[config.mk]
export PLATFORM = sky130hd
export DESIGN_NAME = timer16_ctrl_capture_compare
export DESIGN_NICKNAME = d
export VERILOG_FILES = /design/src/timer16_pkg.sv /design/src/timer16_ctrl_capture_compare.sv
export SDC_FILE = /design/constraint.sdc
export NUM_CORES = 1
export LEC_CHECK = 0
export ABC_AREA = 1
export BUFFER_PORTS_ARGS = -buffer_cell sky130_fd_sc_hd__buf_2
export CAP_MARGIN = 0
export CELL_PAD_IN_SITES_DETAIL_PLACEMENT = 0
export CELL_PAD_IN_SITES_GLOBAL_PLACEMENT = 1
export CORE_ASPECT_RATIO = 0.8
export CORE_MARGIN = 2
export CORE_UTILIZATION = 44
export DETAILED_ROUTE_END_ITERATION = 16
export PLACE_DENSITY = 0.83
export SLEW_MARGIN = 20
export SYNTH_ARGS = -nofsm -noshare
export SYNTH_HDL_FRONTEND = slang
export SYNTH_SLANG_ARGS = --single-unit
[constraint.sdc]
create_clock -name sys_clk -period 2.8 [get_ports sys_clk]
set_input_delay 0.7 -clock sys_clk [delete_from_list [all_inputs] [get_ports sys_clk]]
set_output_delay 0.7 -clock sys_clk [all_outputs]
set_load 0.02 [all_outputs]
[src/timer16_pkg.sv]
// Constants, register map and types for the 16-bit timer channel
// Overview of operation
// RULE1 - Filter output changes only after four equal consecutive pin samples
// RULE2 - Edge select zero captures on falling edge, one on rising
// RULE3 - Capture copies counter into capture register and sets capture flag
// RULE4 - Modes using capture register as TOP disable input capture
// RULE5 - Control B bit 5 reads zero and ignores writes
// RULE6 - Mode 0 normal; modes 4 and 12 clear on compare A
// RULE7 - Modes 1-3 phase PWM, 5-7 fast PWM, fixed 8/9/10-bit TOP
// RULE8 - Modes 8, 9 phase-frequency PWM, TOP capture or compare A
// RULE9 - Modes 10, 11 phase PWM, TOP capture or compare A
// RULE10 - Modes 14, 15 fast PWM, TOP capture or compare A; 13 reserved
// RULE11 - Clock select 0 stops, 1 direct, 2-5 divide 8/64/256/1024
// RULE12 - Clock select 6, 7 count external pin falling or rising edges
// RULE13 - External pin counts even while driven as an output
// RULE14 - Force compare acts only in non-PWM modes, per output mode bits
// RULE15 - Forced compare raises no flag and never clears the counter
// RULE16 - Force compare bits are strobes and read zero
// RULE17 - 16-bit registers go through one shared temporary high byte
// RULE18 - Counter write blocks compare match on next timer clock
// RULE19 - Compare register compared continuously; match flags and drives output
// RULE20 - Non-PWM output modes: off, toggle, clear, set
// RULE21 - Software writes high byte first, reads low byte first
package timer16_pkg;
    localparam int CNT_W = 16;
    localparam logic [7:0] OFS_CTRL_A = 8'h90;
    localparam logic [7:0] OFS_CTRL_B = 8'h91;
    localparam logic [7:0] OFS_FORCE = 8'h92;
    localparam logic [7:0] OFS_CNT_LO = 8'h94;
    localparam logic [7:0] OFS_CNT_HI = 8'h95;
    localparam logic [7:0] OFS_CAP_LO = 8'h96;
    localparam logic [7:0] OFS_CAP_HI = 8'h97;
    localparam logic [7:0] OFS_CMPA_LO = 8'h98;
    localparam logic [7:0] OFS_CMPA_HI = 8'h99;
    localparam logic [7:0] OFS_STATUS = 8'hA0;
    localparam logic [7:0] RST_BYTE = 8'h00;
    localparam logic [15:0] RST_WORD = 16'h0000;
    localparam int BIT_FILT = 7;
    localparam int BIT_EDGE = 6;
    localparam int BIT_FORCE_A = 7;
    localparam int BIT_TOV = 0;
    localparam int BIT_OCFA = 1;
    localparam int BIT_CAPF = 5;
    localparam int FILTER_LEN = 4;
    localparam logic [15:0] MAX_VAL = 16'hFFFF;
    localparam logic [15:0] TOP_8BIT = 16'h00FF;
    localparam logic [15:0] TOP_9BIT = 16'h01FF;
    localparam logic [15:0] TOP_10BIT = 16'h03FF;
    localparam logic [9:0] DIV8_MASK = 10'h007;
    localparam logic [9:0] DIV64_MASK = 10'h03F;
    localparam logic [9:0] DIV256_MASK = 10'h0FF;
    localparam logic [9:0] DIV1024_MASK = 10'h3FF;
    localparam logic [2:0] CS_STOP = 3'h0;
    localparam logic [2:0] CS_DIV1 = 3'h1;
    localparam logic [2:0] CS_DIV8 = 3'h2;
    localparam logic [2:0] CS_DIV64 = 3'h3;
    localparam logic [2:0] CS_DIV256 = 3'h4;
    localparam logic [2:0] CS_DIV1024 = 3'h5;
    localparam logic [2:0] CS_EXT_FALL = 3'h6;
    localparam logic [2:0] CS_EXT_RISE = 3'h7;
    localparam logic [1:0] COM_OFF = 2'h0;
    localparam logic [1:0] COM_TOGGLE = 2'h1;
    localparam logic [1:0] COM_CLEAR = 2'h2;
    localparam logic [1:0] COM_SET = 2'h3;

    typedef enum logic [1:0] {
        CLASS_NONPWM,
        CLASS_FAST,
        CLASS_PHASE
    } mode_class_t;

    typedef struct packed {
        logic [7:0] addr;
        logic [7:0] wdata;
        logic wr;
        logic rd;
    } reg_req_t;
endpackage

[src/timer16_ctrl_capture_compare.sv]
// 16-bit timer/counter channel with capture, compare A and force strobes
//
// Added by the designer: the strobed register port.
`timescale 1ns/1ps
`default_nettype none
module timer16_ctrl_capture_compare
    import timer16_pkg::*;
(
    input wire logic sys_clk,
    input wire logic reset_n,
    input wire reg_req_t bus_req,
    output logic [7:0] rdata,
    input wire logic capture_input_pin,
    input wire logic ext_count_pin,
    output logic compare_output_a,
    output logic compare_output_a_en
);
    logic [1:0] compare_out_mode_a_q;
    logic [3:0] waveform_mode_q;
    logic [2:0] clock_select_q;
    logic capture_filter_enable_q;
    logic capture_edge_select_q;
    logic [15:0] counter_value_q;
    logic [15:0] compare_value_a_q;
    logic [15:0] capture_value_reg_q;
    logic [7:0] temp_q;
    logic [7:0] rdata_q;
    logic [2:0] status_q;
    logic up_q;
    logic block_q;
    logic oc_q;
    logic [9:0] presc_q;
    logic cap_s1_q, cap_s2_q;
    logic ext_s1_q, ext_s2_q, ext_s3_q;
    logic [FILTER_LEN-1:0] hist_q;
    logic filt_q;
    logic cap_prev_q;

    mode_class_t mclass;
    logic [15:0] top;
    logic icr_top;
    logic tick;
    logic cap_level;
    logic cap_evt;
    logic match_a;
    logic wr_cnt;
    logic force_a;
    logic at_top;
    logic at_bottom;
    logic tov_evt;

    function automatic logic hit(input logic [7:0] ofs, input logic stb);
        hit = stb && (bus_req.addr == ofs);
    endfunction

    function automatic mode_class_t class_of(input logic [3:0] m);
        unique case (m)
            4'h0, 4'h4, 4'hC, 4'hD: class_of = CLASS_NONPWM; // [RULE6]
            4'h5, 4'h6, 4'h7, 4'hE, 4'hF: class_of = CLASS_FAST; // [RULE7] [RULE10]
            default: class_of = CLASS_PHASE; // [RULE8] [RULE9]
        endcase
    endfunction

    // Reserved mode 13 is run as plain normal counting
    always_comb begin
        mclass = class_of(waveform_mode_q);
        icr_top = 1'b0;
        unique case (waveform_mode_q)
            4'h1, 4'h5: top = TOP_8BIT; // [RULE7]
            4'h2, 4'h6: top = TOP_9BIT; // [RULE7]
            4'h3, 4'h7: top = TOP_10BIT; // [RULE7]
            4'h4, 4'hC, 4'h9, 4'hB, 4'hF: top = compare_value_a_q; // [RULE6]
            4'h8, 4'hA, 4'hE: begin
                top = capture_value_reg_q; // [RULE8] [RULE9] [RULE10]
                icr_top = 1'b1;
            end
            default: top = MAX_VAL; // [RULE6] [RULE10]
        endcase
    end

    // Prescaler runs free; each tap is a one-cycle enable
    always_ff @(posedge sys_clk) begin
        if (!reset_n) begin
            presc_q <= '0;
        end else begin
            presc_q <= presc_q + 10'h001;
        end
    end

    // Pin synchronisers; pin read whatever its port direction
    always_ff @(posedge sys_clk) begin
        if (!reset_n) begin
            ext_s1_q <= 1'b0;
            ext_s2_q <= 1'b0;
            ext_s3_q <= 1'b0;
            cap_s1_q <= 1'b0;
            cap_s2_q <= 1'b0;
        end else begin
            ext_s1_q <= ext_count_pin; // [RULE13]
            ext_s2_q <= ext_s1_q;
            ext_s3_q <= ext_s2_q;
            cap_s1_q <= capture_input_pin;
            cap_s2_q <= cap_s1_q;
        end
    end

    always_comb begin
        unique case (clock_select_q)
            CS_STOP: tick = 1'b0; // [RULE11]
            CS_DIV1: tick = 1'b1; // [RULE11]
            CS_DIV8: tick = (presc_q & DIV8_MASK) == DIV8_MASK;
            CS_DIV64: tick = (presc_q & DIV64_MASK) == DIV64_MASK;
            CS_DIV256: tick = (presc_q & DIV256_MASK) == DIV256_MASK;
            CS_DIV1024: tick = presc_q == DIV1024_MASK; // [RULE11]
            CS_EXT_FALL: tick = ext_s3_q && !ext_s2_q; // [RULE12]
            CS_EXT_RISE: tick = !ext_s3_q && ext_s2_q; // [RULE12]
        endcase
    end

    // Noise filter: output moves only on a full run of equal samples
    always_ff @(posedge sys_clk) begin
        if (!reset_n) begin
            hist_q <= '0;
            filt_q <= 1'b0;
        end else begin
            hist_q <= {hist_q[FILTER_LEN-2:0], cap_s2_q};
            if (&hist_q) begin
                filt_q <= 1'b1; // [RULE1]
            end else if (~|hist_q) begin
                filt_q <= 1'b0; // [RULE1]
            end
        end
    end

    assign cap_level = capture_filter_enable_q ? filt_q : cap_s2_q;

    always_ff @(posedge sys_clk) begin
        if (!reset_n) begin
            cap_prev_q <= 1'b0;
        end else begin
            cap_prev_q <= cap_level;
        end
    end

    // Capture pin is cut off while the capture register sets TOP
    assign cap_evt = !icr_top && // [RULE4]
        (capture_edge_select_q ? (cap_level && !cap_prev_q)
                               : (!cap_level && cap_prev_q)); // [RULE2]

    assign wr_cnt = hit(OFS_CNT_LO, bus_req.wr);
    assign force_a = hit(OFS_FORCE, bus_req.wr) &&
        bus_req.wdata[BIT_FORCE_A] && mclass == CLASS_NONPWM; // [RULE14]
    assign match_a = counter_value_q == compare_value_a_q && !block_q; // [RULE19] [RULE18]
    assign at_top = counter_value_q == top;
    assign at_bottom = counter_value_q == RST_WORD;
    assign tov_evt = tick && (mclass == CLASS_PHASE ? (at_bottom && !up_q)
        : (mclass == CLASS_FAST ? at_top : counter_value_q == MAX_VAL));

    // Control registers; reserved bit 5 of control B is never stored
    always_ff @(posedge sys_clk) begin
        if (!reset_n) begin
            compare_out_mode_a_q <= COM_OFF;
            waveform_mode_q <= '0;
            clock_select_q <= CS_STOP;
            capture_filter_enable_q <= 1'b0;
            capture_edge_select_q <= 1'b0;
        end else begin
            if (hit(OFS_CTRL_A, bus_req.wr)) begin
                compare_out_mode_a_q <= bus_req.wdata[7:6];
                waveform_mode_q[1:0] <= bus_req.wdata[1:0];
            end
            if (hit(OFS_CTRL_B, bus_req.wr)) begin
                capture_filter_enable_q <= bus_req.wdata[BIT_FILT];
                capture_edge_select_q <= bus_req.wdata[BIT_EDGE];
                waveform_mode_q[3:2] <= bus_req.wdata[4:3]; // [RULE5]
                clock_select_q <= bus_req.wdata[2:0];
            end
        end
    end

    // Shared high byte: latched on counter or compare A high writes and on counter or capture low reads
    always_ff @(posedge sys_clk) begin
        if (!reset_n) begin
            temp_q <= RST_BYTE;
        end else if (hit(OFS_CNT_HI, bus_req.wr) ||
                     hit(OFS_CMPA_HI, bus_req.wr)) begin
            temp_q <= bus_req.wdata; // [RULE17] [RULE21]
        end else if (hit(OFS_CNT_LO, bus_req.rd)) begin
            temp_q <= counter_value_q[15:8]; // [RULE17]
        end else if (hit(OFS_CAP_LO, bus_req.rd)) begin
            temp_q <= capture_value_reg_q[15:8]; // [RULE17]
        end
    end

    always_ff @(posedge sys_clk) begin
        if (!reset_n) begin
            compare_value_a_q <= RST_WORD;
        end else if (hit(OFS_CMPA_LO, bus_req.wr)) begin
            compare_value_a_q <= {temp_q, bus_req.wdata}; // [RULE17]
        end
    end

    // Counter sequencing; a software write outranks the tick
    always_ff @(posedge sys_clk) begin
        if (!reset_n) begin
            counter_value_q <= RST_WORD;
            up_q <= 1'b1;
        end else if (wr_cnt) begin
            counter_value_q <= {temp_q, bus_req.wdata}; // [RULE17]
        end else if (tick) begin
            unique case (mclass)
                CLASS_PHASE: begin
                    if (up_q && at_top) begin
                        up_q <= 1'b0;
                        counter_value_q <= counter_value_q - 16'h0001;
                    end else if (!up_q && at_bottom) begin
                        up_q <= 1'b1;
                        counter_value_q <= counter_value_q + 16'h0001;
                    end else if (up_q) begin
                        counter_value_q <= counter_value_q + 16'h0001;
                    end else begin
                        counter_value_q <= counter_value_q - 16'h0001;
                    end
                end
                default: begin
                    up_q <= 1'b1;
                    // Only a real match at TOP clears; a forced one cannot
                    counter_value_q <= at_top ? RST_WORD
                        : counter_value_q + 16'h0001; // [RULE6] [RULE15]
                end
            endcase
        end
    end

    // Match blocking lasts until the next timer clock
    always_ff @(posedge sys_clk) begin
        if (!reset_n) begin
            block_q <= 1'b0;
        end else if (wr_cnt) begin
            block_q <= 1'b1; // [RULE18]
        end else if (tick) begin
            block_q <= 1'b0;
        end
    end

    always_ff @(posedge sys_clk) begin
        if (!reset_n) begin
            capture_value_reg_q <= RST_WORD;
        end else if (cap_evt) begin
            capture_value_reg_q <= counter_value_q; // [RULE3]
        end
    end

    // Flags: hardware set wins over a same-cycle write-one clear
    always_ff @(posedge sys_clk) begin
        if (!reset_n) begin
            status_q <= '0;
        end else begin
            if (hit(OFS_STATUS, bus_req.wr)) begin
                status_q <= status_q & ~{bus_req.wdata[BIT_CAPF],
                    bus_req.wdata[BIT_OCFA], bus_req.wdata[BIT_TOV]};
            end
            if (cap_evt) begin
                status_q[2] <= 1'b1; // [RULE3]
            end
            if (tick && match_a) begin
                status_q[1] <= 1'b1; // [RULE19] [RULE15]
            end
            if (tov_evt) begin
                status_q[0] <= 1'b1;
            end
        end
    end

    // Waveform output for channel A
    always_ff @(posedge sys_clk) begin
        if (!reset_n) begin
            oc_q <= 1'b0;
        end else if (force_a || (tick && match_a &&
                     mclass == CLASS_NONPWM)) begin
            unique case (compare_out_mode_a_q)
                COM_TOGGLE: oc_q <= !oc_q; // [RULE20] [RULE14]
                COM_CLEAR: oc_q <= 1'b0; // [RULE20]
                COM_SET: oc_q <= 1'b1; // [RULE20]
                COM_OFF: oc_q <= oc_q; // [RULE20]
            endcase
        end else if (tick && mclass == CLASS_FAST) begin
            if (match_a) begin
                oc_q <= compare_out_mode_a_q == COM_SET; // [RULE19]
            end else if (at_top) begin
                oc_q <= compare_out_mode_a_q != COM_SET;
            end
        end else if (tick && mclass == CLASS_PHASE && match_a) begin
            oc_q <= (compare_out_mode_a_q == COM_SET) == up_q; // [RULE19]
        end
    end

    assign compare_output_a = oc_q && compare_out_mode_a_q != COM_OFF;
    assign compare_output_a_en = compare_out_mode_a_q != COM_OFF;

    // Read data stands in the cycle after the strobe only
    always_ff @(posedge sys_clk) begin
        if (!reset_n) begin
            rdata_q <= RST_BYTE;
        end else if (!bus_req.rd) begin
            rdata_q <= RST_BYTE;
        end else begin
            unique case (bus_req.addr)
                OFS_CTRL_A: rdata_q <= {compare_out_mode_a_q, 4'h0,
                    waveform_mode_q[1:0]};
                OFS_CTRL_B: rdata_q <= {capture_filter_enable_q,
                    capture_edge_select_q, 1'b0, waveform_mode_q[3:2],
                    clock_select_q}; // [RULE5]
                OFS_FORCE: rdata_q <= RST_BYTE; // [RULE16]
                OFS_CNT_LO: rdata_q <= counter_value_q[7:0];
                OFS_CNT_HI, OFS_CAP_HI: rdata_q <= temp_q; // [RULE17]
                OFS_CAP_LO: rdata_q <= capture_value_reg_q[7:0];
                OFS_CMPA_LO: rdata_q <= compare_value_a_q[7:0];
                OFS_CMPA_HI: rdata_q <= compare_value_a_q[15:8];
                OFS_STATUS: rdata_q <= {2'h0, status_q[2], 3'h0,
                    status_q[1], status_q[0]};
                default: rdata_q <= RST_BYTE;
            endcase
        end
    end

    assign rdata = rdata_q;
endmodule
`default_nettype wire

==> flow_metrics.py <==
metrics = {
    "outcome": {
        "status": "completed",
    },
    "timing": {
        "slew_viol_final": 0,
        "rsz0062_at_grt": "no",
        "finalSetupViolations": 0,
        "fin_crit_sh_pct": 90.6,
        "finClkSkew_ns": 0.00991,
        "slew_headroom_pct": 41.2,
        "fmax_mhz": 394,
        "finalHoldWorstSlack_ns": 0.422,
        "worst_slew_pin_slew_ns": 0.860,
        "hold_viol": 0,
        "period_minus_slack_ns": 2.54,
        "tns_ns": 0,
    },
    "critical_path": {
        "timing.rr.end": "counter_value_q[2]$_SDFFE_PN0P_",
        "path_class": "reg -> reg",
        "startpoint_type": "register",
        "r2r_slack_ns": 0.26,
        "end_kind": "register",
        "reg2reg_from": "waveform_mode_q[1]$_SDFFE_PN0P_",
        "r2r_cells": 21,
        "cp.required_ns": 3.02,
        "cp_max_fo": 13,
        "cp_data_arrival_time_ns": 2.76,
    },
    "cells_and_area": {
        "fin_nets": 1119,
        "multi_input_area_mm2": 0.00378,
        "drive_gt1_share_pct": 11.4,
        "fillCellCount": 1529,
        "register_area_mm2": 0.00205,
        "post-route-cell-area_mm2": 0.00745,
        "antenna_cells": 0,
        "syn2layout_area_growth_pct": 13.4,
        "final_core_util_pct": 51.6,
    },
    "clock_network": {
        "tritoncts": "yes",
        "cts.sinks": 102,
        "htree_num_levels": 3,
        "cts_buffer_depth": 2,
        "numCtsBuffers": 9,
        "clk_pin_slew_worst_paths_ns": 0.08,
        "root_buffer": "clkbuf_16",
        "clk_latency_ns": 0.37,
    },
    "drt": {
        "antenna_left": 0,
        "avgRoutedWirePerCell_um": 18.4,
        "num_vias": 7217,
        "firstDrtPassIters": 6,
        "vias_per_cell": 5.63,
        "drcViolationCount": 0,
        "drtIter0Drc": 970,
        "wl_um": 23600,
    },
    "worst_hold_path": {
        "whs_path_depth": 2,
        "whs_endpoint": "ext_s2_q$_SDFF_PN0_",
        "hold_class": "reg -> reg",
        "hp-start": "ext_s1_q$_SDFF_PN0_",
    },
    "yosys": {
        "yosys_most_used_dff": "dfxtp_1",
        "synth_cell_types": 45,
        "synth_edf_count": 0,
        "synth_top_cell_by_area": "dfxtp_1",
        "yosys-top-cells-count": "255 x nand2_1, 140 x inv_1, 106 x nor2_1",
        "async_reset_ff_share_pct": 0,
        "ys_ff_latch": 102,
        "yosysSeqAreaShare_pct": 31.1,
        "syn_area_mm2": 0.00657,
        "synth_fp_nets": 1076,
        "syn_inst": 1049,
        "synth_top_area_share_pct": 31.1,
        "synth_area_leaders": "dfxtp_1 31%, nand2_1 15%, inv_1 8.0%",
        "syn_area_per_cell_um2": 6.27,
        "synth.most_common_cell": "nand2_1",
        "yosysWarnings": 0,
    },
    "global_route": {
        "grt_max_degree": 34,
        "grt_pass1_wl_um": 37000,
        "overflow": 0,
        "grt_pass1_vias": 6563,
        "antenna_found_initial": 0,
        "gr-usage-all-layers_pct": 30.3,
    },
    "power": {
        "ir_worst_vdd_mv": 0.301,
        "p_leak_nw": 3.11,
        "p_per_area_mw_per_mm2": 404,
    },
    "floorplan": {
        "die_w_um": 141,
        "start_util_pct": 45.5,
        "die_h_um": 113,
        "rows": 39,
        "fp.dieArea_mm2": 0.0159,
        "ios": 32,
        "core_region_area_mm2": 0.0144,
    },
    "place": {
        "dpl_cell_area_mm2": 0.00711,
        "port_buffers": 31,
        "gp_congestion": 1.04,
        "dp_hpwl_um": 18000,
    },
    "job": {
        "max_cap_violations": 0,
    },
}
worst max-delay path, stage by stage (launching register included):
cell	delay (ns)
dfxtp_2	0.37
inv_2	0.10
nand2_2	0.09
nand2_2	0.10
nand2_4	0.09
buf_4	0.19
nand2_1	0.09
nand2_1	0.05
o21ai_0	0.13
nand2_1	0.09
nor2_1	0.12
nand2_1	0.08
nor2_2	0.16
buf_12	0.16
nand2_1	0.07
buf_6	0.17
nand3_1	0.07
nand2_1	0.05
inv_1	0.06
nand2_1	0.04
nand2_1	0.05
a21oi_1	0.06
layout make-up:
class	count	share of cell area (%)
repair buffers	76	6.83
inverters	151	7.60
clock inverters	6	1.18
flip-flops and latches	102	27.5
multi-input cells	752	50.7
well taps	184	3.09
clock buffers	10	3.07
registers in the layout, indices dropped and copies added, names as in the netlist, 2 cells and up:
name	cells
compare_out_mode_a_q	2
temp_q	8
capture_value_reg_q	16
waveform_mode_q	4
counter_value_q	16
rdata	8
compare_value_a_q	16
presc_q	10
status_q	3
clock_select_q	3
hist_q	4
worst max path at each step:
stage / start / slack, ns / end
final: waveform_mode_q[1]$_SDFFE_PN0P_ / 0.26 / counter_value_q[2]$_SDFFE_PN0P_
after floorplan: bus_req[17] / 0.32 / counter_value_q[8]$_SDFFE_PN0P_
after global placement: bus_req[17] / 0.07 / rdata[2]$_SDFF_PN0_
after global routing: counter_value_q[4]$_SDFFE_PN0P_ / 0.01 / counter_value_q[15]$_SDFFE_PN0P_
after detailed placement: bus_req[14] / 0.12 / rdata[2]$_SDFF_PN0_
after CTS: waveform_mode_q[3]$_SDFFE_PN0P_ / 0.15 / counter_value_q[5]$_SDFFE_PN0P_
layout by cell type, fill, tap and decap left out, drive strengths merged, types with 7 or more instances in the layout:
master	netlist	routed
nand2	262	262
inv	146	149
nor2	112	112
dfxtp	102	102
a21oi	88	88
buf	14	76
o21ai	74	74
nand3	51	51
nand4	38	38
o22ai	29	29
xor2	26	26
o221ai	10	10
clkbuf	30	10
nor3	9	9
a31oi	7	7
a211oi	7	7
metrics by stage:
stage	cells	worst slack (ns)	total power, mW
final	1281	0.262	3.01
after floorplan	1049	0.316	1.59
after global placement	1265	0.0697	1.66
after CTS	1281	0.155	3.03
after global routing	1281	0.0100	3.11
after detailed placement	1265	0.117	1.66
layer usage:
layer	track usage [%]	wire, um	up-vias
met2	41.4	9130	356
li1	-	-	3541
met5	0	0	-
met3	8.63	2500	63
met4	10.1	789	0
met1	45.1	11200	3257
kinds of logic after synthesis:
| group | count (synthesis) | share of synthesized area, % |
|---|---|---|
| AOI/OAI and AO/OA | 230 | 20.0 |
| xor gates and xnor gates | 31 | 4.13 |
| adders and majority gates | 5 | 0.952 |
| buffers and inverters | 195 | 11.8 |
| DFF | 102 | 31.1 |
| muxes | 2 | 0.324 |
| and+or+nand+nor | 484 | 31.8 |
power by group:
part	internal (mW)	switching, mW	leakage [nW]
clock network	0.722	0.658	0.151
logic	0.0438	0.108	2.13
registers	1.47	0.0127	0.827
what timing repair did:
item / CTS / global route
hold buffers: 0 / 0
buffers inserted: 0 / 0
gates resized for setup: 0 / 10
endpoints found under the setup margin: 0 / 18
(Power assumes the default switching activity.)
